===== config.mk =====
export PLATFORM = sky130hd
export DESIGN_NAME = port2_pin_select
export DESIGN_NICKNAME = d
export VERILOG_FILES = /design/src/pin_select_pkg.sv /design/src/reg_bus_if.sv /design/src/pin_byte_reg.sv /design/src/port2_pin_select.sv
export SDC_FILE = /design/constraint.sdc
export NUM_CORES = 1
export LEC_CHECK = 0
export ABC_AREA = 1
export BUFFER_PORTS_ARGS = -buffer_cell sky130_fd_sc_hd__buf_2
export CAP_MARGIN = 20
export CORE_MARGIN = 2
export CORE_UTILIZATION = 40
export CTS_CLUSTER_DIAMETER = 150
export DETAILED_ROUTE_END_ITERATION = 16
export PLACE_DENSITY = 0.66
export SYNTH_ARGS = -nofsm -noshare
export SYNTH_HDL_FRONTEND = slang
export SYNTH_SLANG_ARGS = --single-unit

===== constraint.sdc =====
create_clock -name i_clk -period 1.65 [get_ports i_clk]
set_input_delay 0.0825 -clock i_clk [delete_from_list [all_inputs] [get_ports i_clk]]
set_output_delay 0.0825 -clock i_clk [all_outputs]
set_load 0.02 [all_outputs]

===== src/pin_select_pkg.sv =====
// Notes on behaviour
// - direction bit 0 output, 1 input
// - direction register resets to all ones
// - direction register read/write, bit and byte writes
// - analog function in output mode is prohibited
// - analog input, selected channel goes to converter
// - analog input, unselected channel not converted
// - amplifier input pins connect to enabled amplifier
// - amplifier output pins drive enabled amplifier output
// - digital use needs unselected channel; amplifier off on amp output pins
// - amplifier enables are control bits 3 and 7
// - config bit 0 analog, 1 digital, reset zero
// - channel select is 3 bits, upper bits zero
package pin_select_pkg;
    localparam logic [15:0] DIR_ADDR = 16'hFF22;
    localparam logic [15:0] CFG_ADDR = 16'hFF97;
    localparam logic [15:0] CHSEL_ADDR = 16'hFF0E;
    localparam logic [15:0] AMPCTL_ADDR = 16'hFF30;
    localparam logic [15:0] STATUS_ADDR = 16'hFF31;
    localparam logic [15:0] ERROR_ADDR = 16'hFF32;
    localparam logic [7:0] DIR_RESET = 8'hFF;
    localparam logic [7:0] CFG_RESET = 8'h00;
    localparam logic [7:0] CHSEL_RESET = 8'h00;
    localparam logic [7:0] AMPCTL_RESET = 8'h00;
    localparam logic [7:0] CHSEL_MASK = 8'h07;
    localparam int AMP0_EN_BIT = 7;
    localparam int AMP1_EN_BIT = 3;
    // pin roles: bit n set marks pin n
    localparam logic [7:0] AMP_IN_PINS = 8'hA5;
    localparam logic [7:0] AMP_OUT_PINS = 8'h42;
    // pins 0..4 belong to amplifier 0, 5..7 to amplifier 1
    localparam logic [7:0] AMP1_PINS = 8'hE0;
    localparam logic [7:0] DATA_UNMAPPED = 8'h00;
endpackage


===== src/reg_bus_if.sv =====
`timescale 1ns/1ns
interface reg_bus_if;
    logic [15:0] addr;
    logic [7:0] data;
    logic bit_we;
    logic [2:0] bit_idx;
    logic bit_val;
    logic byte_we;
    modport master(output addr, output data, output bit_we, output bit_idx, output bit_val,
        output byte_we);
    modport slave(input addr, input data, input bit_we, input bit_idx, input bit_val,
        input byte_we);
endinterface


===== src/pin_byte_reg.sv =====
`timescale 1ns/1ns
module pin_byte_reg #(
    parameter logic [15:0] ADDR = 16'h0000,
    parameter logic [7:0] RESET = 8'h00,
    parameter logic [7:0] MASK = 8'hFF
) (
    input wire logic i_clk,
    input wire logic i_resetn,
    reg_bus_if.slave bus,
    output logic [7:0] o_value
);
    typedef struct packed {
        logic [7:0] value;
    } state_s;
    state_s state_r;
    state_s state_nxt;
    always_comb begin
        state_nxt = state_r;
        if (bus.addr == ADDR) begin
            if (bus.byte_we) begin
                state_nxt.value = bus.data & MASK;
            end else if (bus.bit_we) begin
                state_nxt.value[bus.bit_idx] = bus.bit_val;
                state_nxt.value = state_nxt.value & MASK;
            end
        end
    end
    always_ff @(posedge i_clk or negedge i_resetn) begin
        if (!i_resetn) begin
            state_r <= '{value: RESET};
        end else begin
            state_r <= state_nxt;
        end
    end
    assign o_value = state_r.value;
endmodule


===== src/port2_pin_select.sv =====
// Decided for this implementation: the Avalon-MM register port.
`timescale 1ns/1ns
module port2_pin_select (
    input wire logic i_clk,
    input wire logic i_resetn,
    input wire logic [15:0] i_address,
    input wire logic i_read,
    input wire logic i_write,
    input wire logic [31:0] i_writedata,
    input wire logic [3:0] i_byteenable,
    input wire logic [7:0] i_port_latch,
    output logic [31:0] o_readdata,
    output logic o_waitrequest,
    output logic [7:0] o_port_out,
    output logic [7:0] o_port_oe,
    output logic [7:0] o_digital_in_en,
    output logic [7:0] o_adc_route,
    output logic [7:0] o_amp_in_connect,
    output logic [7:0] o_amp_out_drive,
    output logic [7:0] o_config_error,
    output logic o_any_error
);
    typedef struct packed {
        logic done;
        logic [31:0] rdata;
        logic [7:0] out;
        logic [7:0] oe;
        logic [7:0] din;
        logic [7:0] adc;
        logic [7:0] ampin;
        logic [7:0] ampout;
        logic [7:0] err;
        logic anyerr;
    } state_s;
    state_s state_r;
    state_s state_nxt;
    reg_bus_if bus();
    logic [7:0] dir;
    logic [7:0] cfg;
    logic [7:0] chsel;
    logic [7:0] ampctl;
    logic [7:0] sel_onehot;
    logic [7:0] amp_en;
    logic [7:0] err_c;
    logic [7:0] rd_byte;
    logic wr_go;
    // one wait cycle per access; the write lands on the releasing edge
    assign wr_go = i_write && state_r.done;
    assign bus.addr = i_address;
    assign bus.data = i_writedata[7:0];
    // single-bit writes come as byte lane 1 carrying index and value
    assign bus.byte_we = wr_go && i_byteenable[0];
    assign bus.bit_we = wr_go && !i_byteenable[0] && i_byteenable[1];
    assign bus.bit_idx = i_writedata[10:8];
    assign bus.bit_val = i_writedata[15];
    pin_byte_reg #(.ADDR(pin_select_pkg::DIR_ADDR), .RESET(pin_select_pkg::DIR_RESET),
        .MASK(8'hFF)) u_dir (.i_clk(i_clk), .i_resetn(i_resetn), .bus(bus),
        .o_value(dir));
    pin_byte_reg #(.ADDR(pin_select_pkg::CFG_ADDR), .RESET(pin_select_pkg::CFG_RESET),
        .MASK(8'hFF)) u_cfg (.i_clk(i_clk), .i_resetn(i_resetn), .bus(bus),
        .o_value(cfg));
    pin_byte_reg #(.ADDR(pin_select_pkg::CHSEL_ADDR), .RESET(pin_select_pkg::CHSEL_RESET),
        .MASK(pin_select_pkg::CHSEL_MASK)) u_chsel (.i_clk(i_clk), .i_resetn(i_resetn),
        .bus(bus), .o_value(chsel));
    pin_byte_reg #(.ADDR(pin_select_pkg::AMPCTL_ADDR), .RESET(pin_select_pkg::AMPCTL_RESET),
        .MASK(8'hFF)) u_ampctl (.i_clk(i_clk), .i_resetn(i_resetn), .bus(bus),
        .o_value(ampctl));
    always_comb begin
        sel_onehot = 8'h00;
        sel_onehot[chsel[2:0]] = 1'b1;
        // amplifier enables fan out to the pins each amplifier owns
        amp_en = (pin_select_pkg::AMP1_PINS & {8{ampctl[pin_select_pkg::AMP1_EN_BIT]}})
            | (~pin_select_pkg::AMP1_PINS & {8{ampctl[pin_select_pkg::AMP0_EN_BIT]}});
    end
    always_comb begin
        rd_byte = pin_select_pkg::DATA_UNMAPPED;
        unique case (i_address)
            pin_select_pkg::DIR_ADDR: rd_byte = dir;
            pin_select_pkg::CFG_ADDR: rd_byte = cfg;
            pin_select_pkg::CHSEL_ADDR: rd_byte = chsel;
            pin_select_pkg::AMPCTL_ADDR: rd_byte = ampctl;
            pin_select_pkg::STATUS_ADDR: rd_byte = state_r.adc;
            pin_select_pkg::ERROR_ADDR: rd_byte = state_r.err;
            default: rd_byte = pin_select_pkg::DATA_UNMAPPED;
        endcase
    end
    genvar n;
    generate
        for (n = 0; n < 8; n++) begin : g_pin
            logic analog;
            logic is_in;
            logic selected;
            logic amp_out_pin;
            logic amp_in_pin;
            assign analog = !cfg[n];
            assign is_in = dir[n];
            assign selected = sel_onehot[n];
            assign amp_out_pin = pin_select_pkg::AMP_OUT_PINS[n];
            assign amp_in_pin = pin_select_pkg::AMP_IN_PINS[n];
            // analog in output mode, or digital while selected or driven by amp
            assign err_c[n] = (analog && !is_in)
                || (!analog && selected)
                || (!analog && amp_out_pin && amp_en[n]);
        end
    endgenerate
    always_comb begin
        state_nxt = state_r;
        state_nxt.done = (i_read || i_write) && !state_r.done;
        state_nxt.rdata = {24'h000000, rd_byte};
        state_nxt.err = err_c;
        state_nxt.anyerr = |err_c;
        for (int k = 0; k < 8; k++) begin
            // prohibited settings never drive the pin
            state_nxt.oe[k] = !dir[k] && cfg[k] && !err_c[k];
            state_nxt.out[k] = state_nxt.oe[k] && i_port_latch[k];
            state_nxt.din[k] = dir[k] && cfg[k] && !err_c[k];
            state_nxt.adc[k] = !cfg[k] && dir[k] && sel_onehot[k];
            state_nxt.ampin[k] = !cfg[k] && dir[k] && amp_en[k]
                && pin_select_pkg::AMP_IN_PINS[k];
            state_nxt.ampout[k] = !cfg[k] && dir[k] && amp_en[k]
                && pin_select_pkg::AMP_OUT_PINS[k];
        end
    end
    always_ff @(posedge i_clk or negedge i_resetn) begin
        if (!i_resetn) begin
            state_r <= '0;
        end else begin
            state_r <= state_nxt;
        end
    end
    assign o_readdata = state_r.rdata;
    assign o_waitrequest = !state_r.done;
    assign o_port_out = state_r.out;
    assign o_port_oe = state_r.oe;
    assign o_digital_in_en = state_r.din;
    assign o_adc_route = state_r.adc;
    assign o_amp_in_connect = state_r.ampin;
    assign o_amp_out_drive = state_r.ampout;
    assign o_config_error = state_r.err;
    assign o_any_error = state_r.anyerr;
endmodule


After elaboration in Yosys (flattened, before gate mapping)

Cells that the tools add are included.

Flip-flop bits (word level): 88
Input port bits: 64

Mux-type cells: 17
Bitwise operators: 1
Order comparisons: 4
Eq/ne operators: 6
Reductions and logical operators: 130

Operator list:

| cell                                                                         | number |
|---|---|
| 16-bit equality test, second input constant                                  | 6 |
| 1-bit logical AND                                                            | 87 |
| 8-bit 2-to-1 mux                                                             | 8 |
| 8-bit one-hot mux with 6 select lines                                        | 1 |
| 8-bit bitwise mux                                                            | 4 |
| 1-bit zero test                                                              | 26 |
| 1-bit logical OR                                                             | 11 |
| 3-bit by 4-bit less-than comparator with 1-bit output, second input constant | 2 |
| 8-bit by 5-bit bitwise OR with 8-bit output                                  | 1 |
| 2-bit AND reduction                                                          | 4 |
| 8-bit OR reduction                                                           | 1 |
| 1-bit demux with 3-bit select                                                | 2 |
| 3-bit by 1-bit >= comparator with 1-bit output, second input constant        | 2 |
| 1-bit 2-to-1 mux                                                             | 2 |
| 2-bit nonzero test                                                           | 1 |

Longest topological paths before layout

Gate-level depths: netlist (run 1).

Word-level depth: 10
Gate-level depth with buffers: 10

Modules after synthesis

Synthesis (run 1) repeated with hierarchy kept, for this count alone.

Cell total of the unflattened synthesis: 792
Area, all modules: 5700.5 um^2

By module, submodules not included:

| module                   | cells each | area an instance (um^2) | sequential area each (um^2) | instances |
|---|---|---|---|---|
| port2_pin_select         | 395        | 3268.1                  | 1401.3                      | 1 |
| pin_byte_reg at u_ampctl | 119        | 724.4                   | 200.2                       | 1 |
| pin_byte_reg at u_cfg    | 105        | 669.4                   | 200.2                       | 1 |
| pin_byte_reg at u_dir    | 104        | 668.1                   | 210.2                       | 1 |
| pin_byte_reg at u_chsel  | 69         | 370.4                   | 75.1                        | 1 |

Worst setup path after synthesis (run 1)

No wires, ideal clock.

Path type: register to register
Start: register u_dir.state_r, in the netlist u_dir.o_value[2]
End: register state_r, in the netlist o_any_error
Clock period less this slack: 1.279 ns
Path buffers: 0
Data arrival time: 1.152 ns
Cell stages (with the launch flop): 7
Setup slack: 0.371 ns
Cells stage by stage: dfstp_2 -> inv_1 -> or2_2 -> nand2_1 -> nand2_1 -> nor2_1 -> nand3b_1

RTL lines:

| what                   | RTL line                | RTL |
|---|---|---|
| start, declared        | pin_byte_reg.sv:15      | `state_s state_r;` |
| start signal, assigned | pin_byte_reg.sv:30      | `state_r <= '{value: RESET};` |
| start signal, assigned | pin_byte_reg.sv:32      | `state_r <= state_nxt;` |
| end signal, assigned   | port2_pin_select.sv:128 | `state_r <= state_nxt;` |
| end, declared          | port2_pin_select.sv:35  | `state_s state_r;` |

Final worst setup path (run 1)

Start: register state_r[89] in the netlist's numbering
End: register u_chsel.state_r, in the netlist u_chsel.o_value[1]

Cells in the longest elaborated chain, start to end: 5
Elaborated cells between the ends (all ways): 7
Classes of those cells: 1 x mux; 6 x reduce/logical

Ends and longest elaborated chain:

| what                            | RTL line               | RTL |
|---|---|---|
| 1-bit logical AND *             | port2_pin_select.sv:48 | `assign wr_go = i_write && state_r.done;` |
| 1-bit logical AND (2 in series) | port2_pin_select.sv:53 | `assign bus.bit_we = wr_go && !i_byteenable[0] && i_byteenable[1];` |
| 2-bit nonzero test (no line)    | -                      |  |
| 2-bit AND reduction (no line)   | -                      |  |
| end signal, assigned            | pin_byte_reg.sv:30     |  |
| end signal, assigned            | pin_byte_reg.sv:32     |  |
| end, declared                   | pin_byte_reg.sv:15     |  |

Mark *: on every way between the ends. The rest lies on a longest branch, timed or not.
A chain may end at the register's enable or synchronous reset.

==> impl_results.md, run 1 <==
* Status: finished, final reports clean
* CP Launch Type: flip-flop
* Clock Skew at 7.089 ps
* FILL cells at 1143
* Static leakage at 2.780 nW
* Cells along the critical path: nand2_1 -> inv_2 -> nand2_2 -> nand2_1 -> o21ai_1 -> nand3_1 -> nand2_1
* FP Rows at 39
* Max rail drop VDD at 0.6139 mV
* Critical path peak fanout at 10
* Via count at 3684
* DP Worst Slack at 107.4 ps
* Synth unique cells at 28
* Synth warn at 0
* Die area at 12550 µm²
* Crit path DAT at 1810 ps
* Largest net degree at the start of global routing at 40
* Ports at 154
* GRT Overall Usage at 16.68%
* Total Wirelength at 10350 µm
* Post-route ant nets at 0
* Die Ht at 112.0 µm
* HP Class: in -> reg
* Power density over the cells at 842.4 nW/µm²
* Nets at 714
* Largest family of logic cells by synthesized area: simple AND/OR/NAND/NOR gates
* Simple-gate area share of the yosys netlist at 32.40%
* CP most frequent cell: nand2_1
* Post-DP HPWL at 8127 µm
* Vias in the first global route at 3490
* Input/output buffers at 97
* Routed wire per std cell at 12.97 µm
* Max-slew violations at 0
* GP Congestion at 0.8939
* Area Growth Syn to Fin at 10.91%
* Worst setup margin at 112.3 ps
* CTS H-Tree Depth at 3
* Post-synthesis compound-gate area fraction at 3.135%
* Post-Syn Area at 4669 µm²
* Crit path kind: reg -> reg
* TritonCTS clock tree: done
* Number of CTS-inserted buffers at 9
* Antenna diodes at 0
* Critical path's slowest cell: dfrtp_1
* Synthesized instance count at 590
* Core Footprint at 11420 µm²
* Crit path capture type: flip-flop
* Post-route design area at 5179 µm²
* RSZ-0062 raised after global routing: yes
* R2R depth at 7
* Die X at 112.0 µm
* Initial antenna violation count at 0
* Max frequency at 650.3 MHz
* Fin Setup TNS at 0 ps
* Initial Util at 40.89%
* Final Hold Fails at 0
* Post-synthesis sequential area ratio at 44.69%
* Final Core Density at 45.35%
* Drt drc at 0
* Post-Synth Adder-Cell Area at 0%
* Hold depth at 2
* Worst endpoint required time at 1920 ps
* CTS root buf: clkbuf_16
* Layout cell share with drive strength beyond 1 at 23.66%
* Bufs on Longest Clock Path at 2
* DP Area at 4831 µm²
* 1st-iter DRT viols at 278
* Via/cell ratio at 4.617
* Postcts setup bufs at 0
* Max incr delay on CP at 400 ps
* Mux cell area share after synthesis at 0%
* First-pass GRT wire length at 16810 µm
* Syn Area/Cell at 7.914 µm²
* Final period util at 93.19%
* Final setup vio count at 0
* Max-cap check violation count at 0
* Clock Pin Slew Worst Setup and Hold Paths at 60 ps
* Synth Register Bits at 83
* Clock Latency Late Sink at 330 ps
* Crit path time final at 1538 ps
* XOR/XNOR share of the synthesized area at 0%
* Drt first pass iters at 4
* Gr ovfl total at 0
* # clock sinks at 83
## layer usage
layer / vias to the layer above / GRT usage, % / routed length [µm]
met5: - / 0 / 0
met4: 0 / 5.854 / 203
met3: 14 / 5.076 / 795
met2: 132 / 26.59 / 4725
met1: 1688 / 21.76 / 4629
li1: 1850 / - / -
## sequential cells by signal, summed over array words and instances, names as in the netlist
register and count:
o_adc_route 8, o_amp_in_connect 4, o_amp_out_drive 2, u_ampctl.o_value 8
o_port_oe 8, o_readdata 8, o_port_out 8, o_config_error 8
o_digital_in_en 8, u_cfg.o_value 8, o_any_error 1, u_dir.o_value 8
state_r 1, u_chsel.o_value 3
## per-stage QoR
stage,power [mW],std cells,hold slack [ps]
6_report,4.362,798,7.557
5_1_grt,4.533,798,6.462
4_1_cts,4.402,798,0.2272
3_5_place_dp,2.413,777,56.61
3_3_place_gp,2.402,777,46.56
2_1_floorplan,2.329,623,-213.1
## path summary, 6_finish.rpt
check / start / end / slack (ps)
worst max-delay path: state_r[89]$_DFF_PN0_ / u_chsel.o_value[1]$_DFFE_PN0P_ / 110
worst min-delay path: i_port_latch[1] / o_port_out[1]$_DFF_PN0_ / 8
worst max register to register: state_r[89]$_DFF_PN0_ / u_chsel.o_value[1]$_DFFE_PN0P_ / 110
worst min register to register: state_r[89]$_DFF_PN0_ / state_r[89]$_DFF_PN0_ / 470
max in group asynchronous: i_resetn / u_dir.o_value[2]$_DFFE_PN1P_ / 790
min in group asynchronous: i_resetn / o_port_oe[7]$_DFF_PN0_ / 230
## worst max-delay path, delay by kind of cell, from the launching register on
family | cells | cell delay, ps
DFF | 1 | 400
buffers and inverters | 1 | 50
and+or+nand+nor | 5 | 630
AOI/OAI and AO/OA | 1 | 380
## area by class of cell
| type | count | area, µm² | area share [%] |
|---|---|---|---|
| clock inverters | 3 | 47.55 | 0.9181 |
| repair buffers | 109 | 603.1 | 11.65 |
| flip-flops and latches | 83 | 2087 | 40.30 |
| multi-input cells | 387 | 1787 | 34.50 |
| inverters | 60 | 225.2 | 4.349 |
| clock buffers | 13 | 250.2 | 4.832 |
| well taps | 143 | 178.9 | 3.455 |
## where the power goes
group / leakage (nW) / switching, mW / total, mW / internal [mW]
clock: 0.144 / 0.758 / 1.98 / 1.22
sequential: 1.08 / 0.00261 / 2.04 / 2.04
combinational: 1.55 / 0.256 / 0.343 / 0.0870
total: 2.78 / 1.02 / 4.36 / 3.35
## placed cells by master (no fill, tap or decap), types with 9 or more instances in the layout
master,count
nor2_2,9
buf_2,96
inv_1,54
nand3_1,84
clkbuf_16,9
conb_1,34
o21ai_1,16
nand2_1,142
nor2_1,63
dfrtp_1,75
## repair_timing
| item | 4_1_cts | 5_1_grt |
|---|---|---|
| gates resized for setup | 0 | 1 |
| endpoints found under the hold margin | 29 | 0 |
| hold buffers | 5 | 0 |
| setup endpoints to repair | 0 | 12 |
## Yosys cell counts
master,count,area (µm²)
inv_2,5,18.77
buf_2,3,15.01
a21boi_0,1,7.510
nand2_4,2,22.52
o21ai_1,15,75.07
nand3b_1,1,7.510
dfrtp_1,75,1877
o21ai_0,8,40.04
nand3_1,84,420.4
dfstp_2,8,210.2
conb_1,1,3.750
nand2_1,142,533.0
o21a_1,1,7.510
nor2_1,63,236.5
nor2_8,3,60.06
nor2_4,3,33.78
nand3_4,1,17.52
buf_4,89,668.1
clkinv_1,1,3.750
o21ai_4,1,16.27
or2_2,4,25.02
nand4_1,2,12.51
nor2_2,9,56.30
buf_6,1,11.26
nor3_1,3,15.01
nand2_2,2,12.51
inv_1,54,202.7
nor3b_1,8,60.06
## kinds of logic (layout without fill, tap and decap cells)
family / Yosys count / count (layout)
simple gates: 327 / 327
buf+inv: 153 / 185
flops: 83 / 83
other cells: 1 / 34
compound gates: 26 / 26
No activity file was read; power rests on OpenSTA's default activity.
==> inputs of run 2 (changes only) <==
- CORE_UTILIZATION: 40 -> 48
- PLACE_DENSITY: 0.66 -> 0.76
==> impl_results.md, run 2 (synthesis gave the netlist of run 1 again) <==
* Post-route design area at 5162 µm² (was 5179 µm²)
* Reg power frac at 51.1% (was 46.8%)
* Most common cell after layout, fill and taps aside: nand2_1 (unchanged)
* Final Hold Fails at 0 (unchanged)
* 1st-iter DRT viols at 272 (was 278)
* Rel. slew slack at 66.66%
* Drt drc at 0 (unchanged)
* Switching portion of total power at 24.21% (was 23.29%)
* HP Class: in -> reg (unchanged)
* Input/output buffers at 97 (unchanged)
* Clock Pin Slew Worst Setup and Hold Paths at 80 ps (was 60 ps)
* Most frequent cells in the layout: nand2_1 (142), buf_2 (96), nand3_1 (84) (unchanged)
* Crit path capture type: flip-flop (unchanged)
* Initial antenna violation count at 0 (unchanged)
* Post-route ant nets at 0 (unchanged)
* Worst endpoint required time at 1890 ps (was 1920 ps)
* Clock Latency Late Sink at 360 ps (was 330 ps)
* Final setup vio count at 0 (unchanged)
* Crit path DAT at 1730 ps (was 1810 ps)
* Post-DP HPWL at 7714 µm (was 8127 µm)
* Antenna diodes at 0 (unchanged)
* CTS H-Tree Depth at 3 (unchanged)
* RSZ-0062 raised after global routing: yes (unchanged)
* Crit path time final at 1491 ps (was 1538 ps)
* Max-cap check violation count at 0 (unchanged)
* DP Worst Slack at 200.1 ps (was 107.4 ps)
* Number of CTS-inserted buffers at 9 (unchanged)
* Nets at 723 (was 714)
* First-pass GRT wire length at 16210 µm (was 16810 µm)
* Total Wirelength at 10040 µm (was 10350 µm)
* Area Growth Syn to Fin at 10.56% (was 10.91%)
* Max rail drop VDD at 0.3669 mV (was 0.6139 mV)
* Static leakage at 2.779 nW (was 2.780 nW)
* Vias in the first global route at 3546 (was 3490)
* FP Rows at 35 (was 39)
* Status: finished, final reports clean (unchanged)
* Die area at 10530 µm² (was 12550 µm²)
* GRT Overall Usage at 19.79% (was 16.68%)
* FF+latch area at 2087 µm² (unchanged)
* Critical path peak fanout at 7 (was 10)
* Via/cell ratio at 4.771 (was 4.617)
* Drt first pass iters at 5 (was 4)
* GP Congestion at 0.8783 (was 0.8939)
* Clk network pwr share at 39.9% (was 45.3%)
* Final total power at 3.986 mW (was 4.362 mW)
* Critical path's slowest cell: dfrtp_1 (unchanged)
* Max frequency at 670.8 MHz (was 650.3 MHz)
* Power density over the cells at 772.2 nW/µm² (was 842.4 nW/µm²)
* Die X at 102.6 µm (was 112.0 µm)
* Int Pwr at 3.021 mW (was 3.347 mW)
* Max-slew violations at 0 (unchanged)
* Ports at 154 (unchanged)
* CP Launch Type: flip-flop (unchanged)
* Final period util at 90.35% (was 93.19%)
* Postcts setup bufs at 0 (unchanged)
* Largest net degree at the start of global routing at 41 (was 40)
* Worst-margin pin slew at 500.1 ps
* Worst setup margin at 159.3 ps (was 112.3 ps)
* Logic pwr share at 9.0% (was 7.9%)
* Layout cell share with drive strength beyond 1 at 23.98% (was 23.66%)
* Bufs on Longest Clock Path at 2 (unchanged)
* Routed wire per std cell at 12.67 µm (was 12.97 µm)
* Multi-input gate area at 1787 µm² (unchanged)
* Clock Skew at 8.129 ps (was 7.089 ps)
* # clock sinks at 83 (unchanged)
* FILL cells at 856 (was 1143)
* Via count at 3779 (was 3684)
* Net Switching at 0.9652 mW (was 1.016 mW)
* Core Footprint at 9328 µm² (was 11420 µm²)
* DP Area at 4836 µm² (was 4831 µm²)
* Max incr delay on CP at 500 ps (was 400 ps)
* Gr ovfl total at 0 (unchanged)
* TritonCTS clock tree: done (unchanged)
* Die Ht at 102.6 µm (was 112.0 µm)
* CTS root buf: clkbuf_8 (was clkbuf_16)
* Cells along the critical path: inv_1 -> nand3_1 -> nand3_1 -> nand2_1 -> nand2_1 -> nor2_1 -> nand3b_1 (was nand2_1 -> inv_2 -> nand2_2 -> nand2_1 -> o21ai_1 -> nand3_1 -> nand2_1)
* Initial Util at 50.06% (was 40.89%)
* Crit path kind: reg -> reg (unchanged)
-- run 2: cell types whose count changed in the layout (fill, tap and decap cells not counted) --
cell,delta
dlygate4sd3_1,+6
clkbuf_16,-9
o21ai_0,-1
clkbuf_8,+9
clkbuf_1,-2
bufinv_16,+1
clkinv_4,-2
clkinvlp_4,+2
buf_4,+3
o21ai_1,+1
-- run 2: layout make-up --
cell class | instances | share of cell area, %
Tap cell | 129 | 3.127
Clock buffer | 11 | 2.739
Sequential cell | 83 | 40.43
Timing Repair Buffer | 118 | 13.28
Multi-Input combinational cell | 387 | 34.61
Clock inverter | 4 | 1.454
Inverter | 60 | 4.363
-- run 2: worst paths after layout --
path | cells past startpoint | slack [ps] | startpoint | to
setup / recovery | 7 | 160 | u_chsel.o_value[1]$_DFFE_PN0P_ | o_any_error$_DFF_PN0_
hold / removal | 5 | 140 | i_writedata[7] | u_dir.o_value[7]$_DFFE_PN1P_
setup reg to reg | 7 | 160 | u_chsel.o_value[1]$_DFFE_PN0P_ | o_any_error$_DFF_PN0_
hold reg to reg | 1 | 460 | state_r[89]$_DFF_PN0_ | state_r[89]$_DFF_PN0_
max in group asynchronous | 3 | 780 | i_resetn | u_dir.o_value[7]$_DFFE_PN1P_
min in group asynchronous | 2 | 250 | i_resetn | o_port_out[2]$_DFF_PN0_
-- run 2: worst max-delay path, delay by kind of cell, from the launching register on --
kind / cells / cell delay (ps)
buffers and inverters: 1 / 140
and+or+nand+nor: 6 / 730
DFF: 1 / 500
-- run 2: per-stage QoR --
stage	cells	hold slack [ps]	util, %	setup TNS (ps)
after global routing	792	171.0	55.35	-149.3
after CTS	791	3.019	55.24	0
after detailed placement	766	88.21	51.84	0
final	792	139.4	55.35	0
after floorplan	623	-213.1	-	0
after global placement	766	86.33	51.84	0
-- run 2: metal layers --
| metal | vias to the layer above | part of all wire (%) | global-route usage (%) |
|---|---|---|---|
| li1 | 1865 | - | - |
| met1 | 1724 | 43 | 25.30 |
| met2 | 170 | 46 | 31.88 |
| met3 | 20 | 8.0 | 4.814 |
| met4 | 0 | 2.4 | 9.026 |
| met5 | - | 0 | 0 |
-- run 2: power groups by stage --
stage | Sequential (mW) | Clock, mW | Combinational (mW)
after detailed placement | 2.08 | 0 | 0.337
after global placement | 2.08 | 0 | 0.328
final | 2.04 | 1.59 | 0.357
after global routing | 2.04 | 1.70 | 0.401
after floorplan | 2.08 | 0 | 0.251
after CTS | 2.04 | 1.59 | 0.356
-- run 2: what timing repair did --
item / CTS / global route
hold endpoints to repair: 41 / 1
resized for setup: 0 / 2
hold buffers: 10 / 1
endpoints found under the setup margin: 0 / 10
